## src/rtl/port_window_pkg.sv

```systemverilog
// constants, carrier structs and mode encodings for the port A register window
package port_window_pkg;
    localparam int OFS_W = 5;
    localparam logic [4:0] OFS_A_PIN = 5'h02;
    localparam logic [4:0] OFS_B_PIN = 5'h03;
    localparam logic [4:0] OFS_A_DIR = 5'h04;
    localparam logic [4:0] OFS_B_DIR = 5'h05;
    localparam logic [4:0] OFS_A_OUT = 5'h06;
    localparam logic [4:0] OFS_B_OUT = 5'h07;
    localparam logic [4:0] OFS_POWER = 5'h10;
    localparam logic [4:0] OFS_PAGE = 5'h18;
    localparam int WIN_LSB = 11;
    localparam int PAGE_W = 4;
    localparam int LOW_DECODE_W = 3;
    localparam logic [7:0] DIR_RESET = 8'h00;
    localparam logic [7:0] LATCH_RESET = 8'h00;
    localparam logic [7:0] POWER_RESET = 8'h00;
    localparam logic [3:0] PAGE_RESET = 4'h0;
    localparam logic [7:0] ADDR_RESET = 8'h00;
    localparam logic [7:0] UNMAPPED_READ = 8'h00;

    // port A operating modes
    typedef enum logic [2:0] {
        MODE_IO = 3'b001,
        MODE_TRACK = 3'b010,
        MODE_DATABUS = 3'b100
    } port_mode_type;

    // host bus strobes and address
    typedef struct packed {
        logic [15:8] addr_hi;
        logic [7:0] addr_lo;
        logic addr_latch_strobe;
        logic read_strobe_n;
        logic write_strobe_n;
        logic read_not_write;
        logic bus_enable_phase;
        logic high_byte_enable_n;
    } host_ctl_type;

    // configuration fixed before run time
    typedef struct packed {
        logic mux_mode;
        logic bus_16bit;
        logic strobe_style_select;
        logic track_mode;
        logic [7:0] latched_addr_enable;
        logic [7:0] output_drive_type;
        logic [15:WIN_LSB] window_base;
        logic [LOW_DECODE_W-1:0] low_decode_mask;
        logic [LOW_DECODE_W-1:0] low_decode_match;
    } config_type;
endpackage

```

## src/rtl/port_a_io_window.sv

```systemverilog
// port A I/O, register window decode and track buffer
`timescale 1ns/10ps
`default_nettype none
module port_a_io_window
    import port_window_pkg::*;
#(
    parameter bit HAS_POWER_MGMT = 1'b1
) (
    // clock and reset
    input wire logic core_clk_i,
    input wire logic srst_i,
    // host bus and configuration
    input wire host_ctl_type host_i,
    input wire config_type cfg_i,
    input wire logic [LOW_DECODE_W-1:0] low_decode_lines_i,
    input wire logic track_inbound_select_i,
    input wire logic track_addr_out_select_i,
    input wire logic track_data_out_select_i,
    output logic register_window_select_o,
    // multiplexed low address/data bus
    input wire logic [7:0] low_addr_data_bus_i,
    output logic [7:0] low_addr_data_bus_o,
    output logic [7:0] low_addr_data_bus_oe_o,
    // high data lane for 16-bit buses
    input wire logic [7:0] high_data_i,
    output logic [7:0] high_data_o,
    output logic [7:0] high_data_oe_o,
    // first port pins
    input wire logic [7:0] first_port_pins_i,
    output logic [7:0] first_port_pins_o,
    output logic [7:0] first_port_pins_oe_o,
    // second port and misc register outputs
    input wire logic [7:0] port_b_pins_i,
    output logic [7:0] port_b_direction_o,
    output logic [7:0] port_b_output_latch_o,
    output logic [7:0] power_management_o,
    output logic [PAGE_W-1:0] memory_page_o
);
    logic [7:0] a_pin_reg;
    logic [7:0] b_pin_reg;
    logic [7:0] a_dir_reg;
    logic [7:0] b_dir_reg;
    logic [7:0] a_out_reg;
    logic [7:0] b_out_reg;
    logic [7:0] power_reg;
    logic [PAGE_W-1:0] page_reg;
    logic [7:0] addr_lat_reg;
    logic [7:0] rd_hi_reg;
    logic [7:0] bus_o_reg;
    logic [7:0] bus_oe_reg;
    logic [7:0] hi_oe_reg;
    logic [7:0] pin_o_reg;
    logic [7:0] pin_oe_reg;
    logic [7:0] bus_o_next;
    logic [7:0] bus_oe_next;
    logic [7:0] pin_o_next;
    logic [7:0] pin_oe_next;
    logic [7:0] io_val;
    logic [7:0] io_drive;
    logic [OFS_W-1:0] offset;
    logic [OFS_W-1:0] lo_ofs;
    logic [OFS_W-1:0] hi_ofs;
    logic [7:0] wdata_lo;
    logic win_hit;
    logic wr_act;
    logic rd_act;
    logic lane_lo;
    logic lane_hi;
    logic rd_hit;
    logic wr_hit;
    logic track_addr_out;
    logic track_data_out;
    logic track_in;
    port_mode_type mode;

    // window decode on upper lines plus optional low lines
    assign win_hit = (host_i.addr_hi[15:WIN_LSB] == cfg_i.window_base) &&
        (((low_decode_lines_i ^ cfg_i.low_decode_match) & cfg_i.low_decode_mask) == '0);
    assign register_window_select_o = win_hit;

    // strobe qualifiers per strobe style
    assign wr_act = cfg_i.strobe_style_select ?
        (host_i.bus_enable_phase & ~host_i.read_not_write) : ~host_i.write_strobe_n;
    assign rd_act = cfg_i.strobe_style_select ?
        (host_i.bus_enable_phase & host_i.read_not_write) : ~host_i.read_strobe_n;
    assign rd_hit = win_hit & rd_act;
    assign wr_hit = win_hit & wr_act;

    // offset source and byte lanes
    assign offset = cfg_i.mux_mode ? addr_lat_reg[OFS_W-1:0] : host_i.addr_lo[OFS_W-1:0];
    assign lane_lo = ~cfg_i.bus_16bit | ~offset[0];
    assign lane_hi = cfg_i.bus_16bit & ~host_i.high_byte_enable_n;
    assign lo_ofs = cfg_i.bus_16bit ? {offset[OFS_W-1:1], 1'b0} : offset;
    assign hi_ofs = {offset[OFS_W-1:1], 1'b1};
    assign wdata_lo = cfg_i.mux_mode ? low_addr_data_bus_i : first_port_pins_i;

    // byte write strobe for one register offset
    function automatic logic byte_wr(input logic [OFS_W-1:0] ofs);
        byte_wr = wr_hit && ((lane_lo && lo_ofs == ofs) || (lane_hi && hi_ofs == ofs));
    endfunction

    // lane data for one register offset
    function automatic logic [7:0] byte_wdata(input logic [OFS_W-1:0] ofs);
        byte_wdata = (cfg_i.bus_16bit && ofs[0]) ? high_data_i : wdata_lo;
    endfunction

    // read mux, unmapped offsets read zero
    function automatic logic [7:0] read_byte(input logic [OFS_W-1:0] ofs);
        case (ofs)
            OFS_A_PIN: read_byte = a_pin_reg;
            OFS_B_PIN: read_byte = b_pin_reg;
            OFS_A_DIR: read_byte = a_dir_reg;
            OFS_B_DIR: read_byte = b_dir_reg;
            OFS_A_OUT: read_byte = a_out_reg;
            OFS_B_OUT: read_byte = b_out_reg;
            OFS_POWER: read_byte = HAS_POWER_MGMT ? power_reg : UNMAPPED_READ;
            OFS_PAGE: read_byte = {{(8-PAGE_W){1'b0}}, page_reg};
            default: read_byte = UNMAPPED_READ;
        endcase
    endfunction

    // mode selection; data-bus mode whenever mux_mode is clear, track or I/O mode only with mux_mode set
    always_comb begin
        if (!cfg_i.mux_mode) begin
            mode = MODE_DATABUS;
        end else if (cfg_i.track_mode) begin
            mode = MODE_TRACK;
        end else begin
            mode = MODE_IO;
        end
    end

    // pin sampling, every cycle
    always_ff @(posedge core_clk_i) begin
        if (srst_i) begin
            a_pin_reg <= 8'h00;
            b_pin_reg <= 8'h00;
        end else begin
            a_pin_reg <= first_port_pins_i;
            b_pin_reg <= port_b_pins_i;
        end
    end

    // low address latch, follows bus while strobe high, holds after its fall
    always_ff @(posedge core_clk_i) begin
        if (srst_i) begin
            addr_lat_reg <= ADDR_RESET;
        end else if (host_i.addr_latch_strobe) begin
            addr_lat_reg <= low_addr_data_bus_i;
        end
    end

    // first port registers
    always_ff @(posedge core_clk_i) begin
        if (srst_i) begin
            a_dir_reg <= DIR_RESET;
            a_out_reg <= LATCH_RESET;
        end else begin
            if (byte_wr(OFS_A_DIR)) begin
                a_dir_reg <= byte_wdata(OFS_A_DIR);
            end
            if (byte_wr(OFS_A_OUT)) begin
                a_out_reg <= byte_wdata(OFS_A_OUT);
            end
        end
    end

    // second port registers
    always_ff @(posedge core_clk_i) begin
        if (srst_i) begin
            b_dir_reg <= DIR_RESET;
            b_out_reg <= LATCH_RESET;
        end else begin
            if (byte_wr(OFS_B_DIR)) begin
                b_dir_reg <= byte_wdata(OFS_B_DIR);
            end
            if (byte_wr(OFS_B_OUT)) begin
                b_out_reg <= byte_wdata(OFS_B_OUT);
            end
        end
    end

    // power management and page registers
    always_ff @(posedge core_clk_i) begin
        if (srst_i) begin
            power_reg <= POWER_RESET;
            page_reg <= PAGE_RESET;
        end else begin
            if (HAS_POWER_MGMT && byte_wr(OFS_POWER)) begin
                power_reg <= byte_wdata(OFS_POWER);
            end
            if (byte_wr(OFS_PAGE)) begin
                page_reg <= PAGE_W'(byte_wdata(OFS_PAGE));
            end
        end
    end

    // track mode direction terms
    assign track_addr_out = host_i.addr_latch_strobe & track_addr_out_select_i;
    assign track_data_out = track_data_out_select_i & wr_act;
    assign track_in = track_inbound_select_i & rd_act;

    // per-pin I/O mode value and drive
    genvar n;
    generate
        for (n = 0; n < 8; n = n + 1) begin : g_pin
            assign io_val[n] = cfg_i.latched_addr_enable[n] ?
                addr_lat_reg[n] : a_out_reg[n];
            assign io_drive[n] = cfg_i.latched_addr_enable[n] | a_dir_reg[n];
        end
    endgenerate

    // next pin drive per mode
    always_comb begin
        pin_o_next = 8'h00;
        pin_oe_next = 8'h00;
        case (mode)
            MODE_IO: begin
                pin_o_next = io_val & ~cfg_i.output_drive_type;
                pin_oe_next = io_drive & (~cfg_i.output_drive_type | ~io_val);
            end
            MODE_TRACK: begin
                if (track_addr_out || track_data_out) begin
                    pin_o_next = low_addr_data_bus_i;
                    pin_oe_next = 8'hff;
                end
            end
            MODE_DATABUS: begin
                pin_o_next = read_byte(lo_ofs);
                pin_oe_next = {8{rd_hit & lane_lo}};
            end
            default: begin
                pin_o_next = 8'h00;
                pin_oe_next = 8'h00;
            end
        endcase
    end

    // next low bus drive: window reads or track inbound
    always_comb begin
        bus_o_next = 8'h00;
        bus_oe_next = 8'h00;
        if (mode == MODE_TRACK && track_in) begin
            bus_o_next = first_port_pins_i;
            bus_oe_next = 8'hff;
        end else if (cfg_i.mux_mode && rd_hit && lane_lo) begin
            bus_o_next = read_byte(lo_ofs);
            bus_oe_next = 8'hff;
        end
    end

    // registered outputs
    always_ff @(posedge core_clk_i) begin
        if (srst_i) begin
            pin_o_reg <= 8'h00;
            pin_oe_reg <= 8'h00;
            bus_o_reg <= 8'h00;
            bus_oe_reg <= 8'h00;
            rd_hi_reg <= 8'h00;
            hi_oe_reg <= 8'h00;
        end else begin
            pin_o_reg <= pin_o_next;
            pin_oe_reg <= pin_oe_next;
            bus_o_reg <= bus_o_next;
            bus_oe_reg <= bus_oe_next;
            rd_hi_reg <= read_byte(hi_ofs);
            hi_oe_reg <= {8{rd_hit & lane_hi}};
        end
    end

    assign first_port_pins_o = pin_o_reg;
    assign first_port_pins_oe_o = pin_oe_reg;
    assign low_addr_data_bus_o = bus_o_reg;
    assign low_addr_data_bus_oe_o = bus_oe_reg;
    assign high_data_o = rd_hi_reg;
    assign high_data_oe_o = hi_oe_reg;
    assign port_b_direction_o = b_dir_reg;
    assign port_b_output_latch_o = b_out_reg;
    assign power_management_o = power_reg;
    assign memory_page_o = page_reg;
endmodule
`default_nettype wire

```

## config.mk

```make
export PLATFORM = sky130hd
export DESIGN_NAME = port_a_io_window
export DESIGN_NICKNAME = d
export VERILOG_FILES = /design/src/rtl/port_window_pkg.sv /design/src/rtl/port_a_io_window.sv
export SDC_FILE = /design/constraint.sdc
export NUM_CORES = 1
export LEC_CHECK = 0
export CORE_MARGIN = 4
export CORE_UTILIZATION = 25
export DETAILED_ROUTE_END_ITERATION = 10
export DONT_BUFFER_PORTS = 1
export SKIP_CTS_REPAIR_TIMING = 1
export SYNTH_ARGS = -nofsm -noshare
export SYNTH_HDL_FRONTEND = slang
export SYNTH_SLANG_ARGS = --single-unit
```

## constraint.sdc

```tcl
create_clock -name core_clk_i -period 1.95 [get_ports core_clk_i]
set_input_delay 0.39 -clock core_clk_i [delete_from_list [all_inputs] [get_ports core_clk_i]]
set_output_delay 0.39 -clock core_clk_i [all_outputs]
set_load 0.01 [all_outputs]
```

## Word-level counts from Yosys, hierarchy flattened

Index checks and enable logic that the tools add are counted.

- Bits in registers: 109
- Input port bits: 93
- Output and inout port bits: 77
- Logic and storage cells: 110

- Eq/ne operators: 15
- Mux-type cells: 26
- Bitwise operators: 32
- Reductions and logical operators: 22

Operator list:

| operator | number |
|---|---|
| one-hot mux 8 bit (3 select lines) | 3 |
| two-way mux 8 bit | 8 |
| one-hot mux 8 bit (8 select lines) | 1 |
| equality test 5 x 3 -> 1 bit, second input constant | 4 |
| logical AND 1 bit | 18 |
| bitwise AND 8 bit | 2 |
| NOT 8 bit | 2 |
| two-way mux 1 bit | 11 |
| bitwise AND 1 bit | 10 |
| equality test 5 x 2 -> 1 bit, second input constant | 2 |
| equality test 5 bit, second input constant | 2 |
| bitwise OR 1 bit | 9 |
| equality test 4 x 2 -> 1 bit, second input constant | 2 |
| bitwise OR 8 bit | 1 |
| NOT 1 bit | 6 |
| equality test 5 bit | 1 |
| two-way mux 5 bit | 1 |
| equality test 4 x 1 -> 1 bit, second input constant | 1 |
| bitwise AND 3 bit | 1 |
| equality test 3 x 1 -> 1 bit, second input constant | 1 |
| equality test 3 x 2 -> 1 bit, second input constant | 1 |
| equality test 3 bit, second input constant | 1 |
| zero test 3 bit | 1 |
| logical OR 1 bit | 3 |
| other kinds (3) | 3 |

## Depth between registers and ports, before layout

- Depth in word-level cells: 9
- Mapped depth: 8
- Mapped depth without buffers: 5

## Least setup slack after synthesis

OpenSTA, ideal clock, no wires.

- Path kind: in2reg
- Start: input port cfg_i[30] (netlist bit)
- End: register pin_o_reg[2] (netlist: first_port_pins_o[2])
- Library setup time: 0.136 ns
- Data arrival time: 1.646 ns
- Data required time: 1.814 ns
- Slack: 0.168 ns
- Stages: 6
- Path buffers: 1
- Cells stage by stage: buf_6 > mux2i_4 > nor2_4 > mux2_4 > a311oi_2 > o22ai_1

- Longest elaborated chain between the ends: 5
- Elaborated cells on any way between the ends: 16
- Those cells by class: 11 x eq/ne; 5 x mux

Ends and longest elaborated chain:

| item | line | text |
|---|---|---|
| start: declaration | port_a_io_window.sv:14 | `input wire config_type cfg_i,` |
| two-way mux 5 bit | port_a_io_window.sv:90 | `assign offset = cfg_i.mux_mode ? addr_lat_reg[OFS_W-1:0] : host_i.addr_lo[OFS_W-1:0];` |
| two-way mux 1 bit | port_a_io_window.sv:93 | `assign lo_ofs = cfg_i.bus_16bit ? {offset[OFS_W-1:1], 1'b0} : offset;` |
| equality test 5 bit, or another cell as far along | port_a_io_window.sv:109 | `case (ofs)` |
| one-hot mux 8 bit (8 select lines) | port_a_io_window.sv:109 |  |
| one-hot mux 8 bit (3 select lines) * | port_a_io_window.sv:217 | `case (mode)` |
| end signal: assignment | port_a_io_window.sv:262 | `pin_o_reg <= pin_o_next;` |
| end: declaration | port_a_io_window.sv:52 | `logic [7:0] pin_o_reg;` |

Mark *: on every way between the ends. The rest lies on a longest branch, timed or not.
A chain may end at the register's enable or synchronous reset.

## Worst setup path in the final report

- Start: register addr_lat_reg[0]
- End: register pin_o_reg[2] (netlist: first_port_pins_o[2])

- Longest elaborated chain between the ends: 5
- Elaborated cells on any way between the ends: 12
- Those cells by class: 8 x eq/ne; 4 x mux

Ends and longest elaborated chain:

| item | line | text |
|---|---|---|
| start: declaration | port_a_io_window.sv:47 | `logic [7:0] addr_lat_reg;` |
| start signal: assignment | port_a_io_window.sv:149 | `addr_lat_reg <= low_addr_data_bus_i;` |
| two-way mux 5 bit * | port_a_io_window.sv:90 |  |
| two-way mux 1 bit * | port_a_io_window.sv:93 |  |
| equality test 5 bit, or another cell as far along | port_a_io_window.sv:109 |  |
| one-hot mux 8 bit (8 select lines) * | port_a_io_window.sv:109 |  |
| one-hot mux 8 bit (3 select lines) * | port_a_io_window.sv:217 |  |

Marked as above.

==> flow_metrics.env <==
export IMPL_drt_iter0_drc=440
export IMPL_fmax_mhz=543
export IMPL_ys_seq_area_share_pct=38.0
export IMPL_place_area_mm2=0.00576
export IMPL_gp_congestion=0.870
export IMPL_synthTopCellsByArea="dfxtp_1, mux2i_1, a21oi_1"
export IMPL_drive_gt1_share_pct=16.0
export IMPL_endpoint_kind="flop"
export IMPL_core_mm2=0.0211
export IMPL_nFillCells=2238
export IMPL_die_w_um=155
export IMPL_drt_first_pass_iters=5
export IMPL_clkTransAtPathRegs_ns=0.07
export IMPL_track_usage_pct=15.9
export IMPL_clk_latency_ns=0.36
export IMPL_die_area_mm2=0.0239
export IMPL_peakVddDrop_uv=446
export IMPL_post_route_min_period_ns=1.84
export IMPL_dominantRegCellSynth="dfxtp_1"
export IMPL_port_buffers=0
export IMPL_rsz0062_at_grt="no"
export IMPL_cts_root_buf="clkbuf_16"
export IMPL_cts_made_buffers=9
export IMPL_antenna_found_initial=1
export IMPL_num_vias=4483
export IMPL_regArea_mm2=0.00204
export IMPL_worst_path_largest_cell_delay_ns=0.42
export IMPL_hpwl_um=14600
export IMPL_dp_cells=850
export IMPL_critPathKind="flop to flop"
export IMPL_relSlewSlack_pct=72.0
export IMPL_hold_class="primary input to flop"
export IMPL_area_growth_syn_to_layout_pct=13.3
export IMPL_initial_utilization_pct=25.5
export IMPL_crit_fanout=19
export IMPL_tightest_slew_ns=0.417
export IMPL_synthesis_area_per_instance_um2=9.13
export IMPL_post_route_util_pct=28.9
export IMPL_postSynthCellCount=589
export IMPL_yosys_cell_types_count=64
export IMPL_ys_ff_latch=102
export IMPL_multi_input_area_mm2=0.00301
export IMPL_drv_cap=0
export IMPL_outcome="finished clean"
export IMPL_finalHoldViolCount=0
export IMPL_leakagePower_nw=2.35
export IMPL_htreeDepth=3
export IMPL_timing_final_crit_share_pct=94.4
export IMPL_clock_path_buffers=2
export IMPL_crit_chain="mux2i_4, buf_12, nor2_4, mux2_4, a311oi_2, buf_4, o22ai_1"
export IMPL_setup_violations_final=0
export IMPL_cts_tree="yes"
export IMPL_synth_top_cell_by_area="dfxtp_1"
export IMPL_fin_cells=868
export IMPL_netlist_area_mm2=0.00538
export IMPL_crit_slowest_cell="dfxtp_1"
export IMPL_cp_start_kind="flop"
export IMPL_cts_sinks=102
export IMPL_synth_async_sr_flop_share_pct=0
export IMPL_ios=170
export IMPL_drtAntennaViolNets=0
export IMPL_avgViaCountPerCell=5.16
export IMPL_critPathRequiredTime_ns=2.19
export IMPL_grt_remaining_overflow=0
export IMPL_drc=0
export IMPL_die_h_um=155
export IMPL_grt_max_degree=55
export IMPL_grt_pass1_wl_um=28600
export IMPL_fin_nets=681
export IMPL_slew_violations=0
export IMPL_cp_data_arrival_time_ns=2.08
export IMPL_grt_pass1_vias=4510
export IMPL_finalWirelength_um=18900
export IMPL_clock_skew_final_ns=0.00907
export IMPL_yosysTopAreaCellShare_pct=38.0
export IMPL_synth_edff_count=0
export IMPL_syn_nets=682
export IMPL_fin_tns_setup_ns=0
export IMPL_ys_warn_count=0
export IMPL_power_density_mw_per_mm2=735
export IMPL_wire_per_inst_um=21.8
export IMPL_num_rows=53
export IMPL_design_area_mm2=0.00609
stage by stage:
stage / power, W / worst slack, ns / hold slack [ns]
after floorplan: 0.00258 / 0.168 / 0.447
after global placement: 0.00267 / 0.0112 / 0.464
after detailed placement: 0.00268 / -0.0280 / 0.472
after CTS: 0.00452 / -0.0445 / 0.0805
after global routing: 0.00464 / 0.0527 / 0.0889
final: 0.00447 / 0.110 / 0.0991
power by group:
part | internal [W] | switching [W]
sequential | 0.00212 | 0.0000387
combinational | 0.000213 | 0.000269
clock | 0.00103 | 0.000802
total | 0.00336 | 0.00111
worst paths after layout:
path                                                        end  cells after the start                    startpoint  slack (ns)
worst min-delay path              memory_page_o[3]$_SDFFE_PP0P_                      1                        srst_i         0.1
worst min register to register        a_out_reg[1]$_SDFFE_PP0P_                      2     a_out_reg[1]$_SDFFE_PP0P_        0.48
worst max-delay path            first_port_pins_o[2]$_SDFF_PP0_                      7  addr_lat_reg[0]$_SDFFE_PP0P_        0.11
worst max register to register  first_port_pins_o[2]$_SDFF_PP0_                      7  addr_lat_reg[0]$_SDFFE_PP0P_        0.11
routing by layer:
metal | vias to the layer above | track usage [%] | share of wire, %
met3 | 19 | 6.52 | 9.6
met4 | 0 | 4.54 | 1.7
li1 | 2143 | - | -
met1 | 2158 | 19.7 | 41
met5 | - | 0 | 0
met2 | 163 | 25.5 | 47
layout make-up:
type | count | area share [%]
diodes | 1 | 0.0411
multi-input cells | 428 | 49.4
inverters | 10 | 0.616
repair buffers | 37 | 6.00
flip-flops and latches | 102 | 33.5
clock inverters | 3 | 0.719
well taps | 275 | 5.65
clock buffers | 12 | 4.05
cell usage in the layout, fill, tap and decap left out, types with 3 or more instances in the layout:
| cell type | count |
|---|---|
| nand4_4 | 3 |
| nor2_1 | 29 |
| nand2_1 | 69 |
| or2_2 | 5 |
| xor2_1 | 8 |
| a221oi_1 | 3 |
| nor2b_1 | 16 |
| buf_12 | 7 |
| o21ai_1 | 11 |
| o21ai_0 | 23 |
| inv_1 | 8 |
| nor3_2 | 3 |
| dfxtp_1 | 102 |
| buf_4 | 30 |
| mux2_4 | 4 |
| a31oi_1 | 3 |
| nor3_1 | 8 |
| a21oi_1 | 53 |
| mux2_2 | 6 |
| nand3_1 | 20 |
| clkbuf_16 | 9 |
| nand2b_1 | 7 |
| mux2i_1 | 72 |
| a311oi_2 | 3 |
| o22ai_1 | 4 |
| a22oi_1 | 6 |
| nand4_1 | 7 |
| o211ai_1 | 11 |
| o221ai_1 | 6 |
| a211oi_1 | 5 |
critical path: cells and delay by family (launching register included):
kind	cells	cell delay, ns
flops	1	0.42
buf+inv	2	0.34
compound gates	2	0.38
simple gates	1	0.15
mux	2	0.43
cells by family after synthesis:
logic type,count (synthesis),synth area share (%)
AOI/OAI and AO/OA,151,19.2
DFF,102,38.0
xor gates and xnor gates,8,1.30
buffers and inverters,59,6.31
muxes,84,16.6
and+or+nand+nor,185,18.6
cell usage after synthesis (6+ instances only):
master,n
nand3_1,20
a21oi_1,53
buf_2,9
mux2i_1,72
inv_1,8
nor2b_1,16
dfxtp_1,102
nor2_1,29
o21ai_0,23
xor2_1,8
nand2b_1,7
mux2_2,6
o221ai_1,6
clkbuf_1,15
nand2_1,69
nand4_1,7
o211ai_1,11
nor3_1,8
a22oi_1,6
buf_4,18
o21ai_1,11
(Power assumes the default switching activity.)
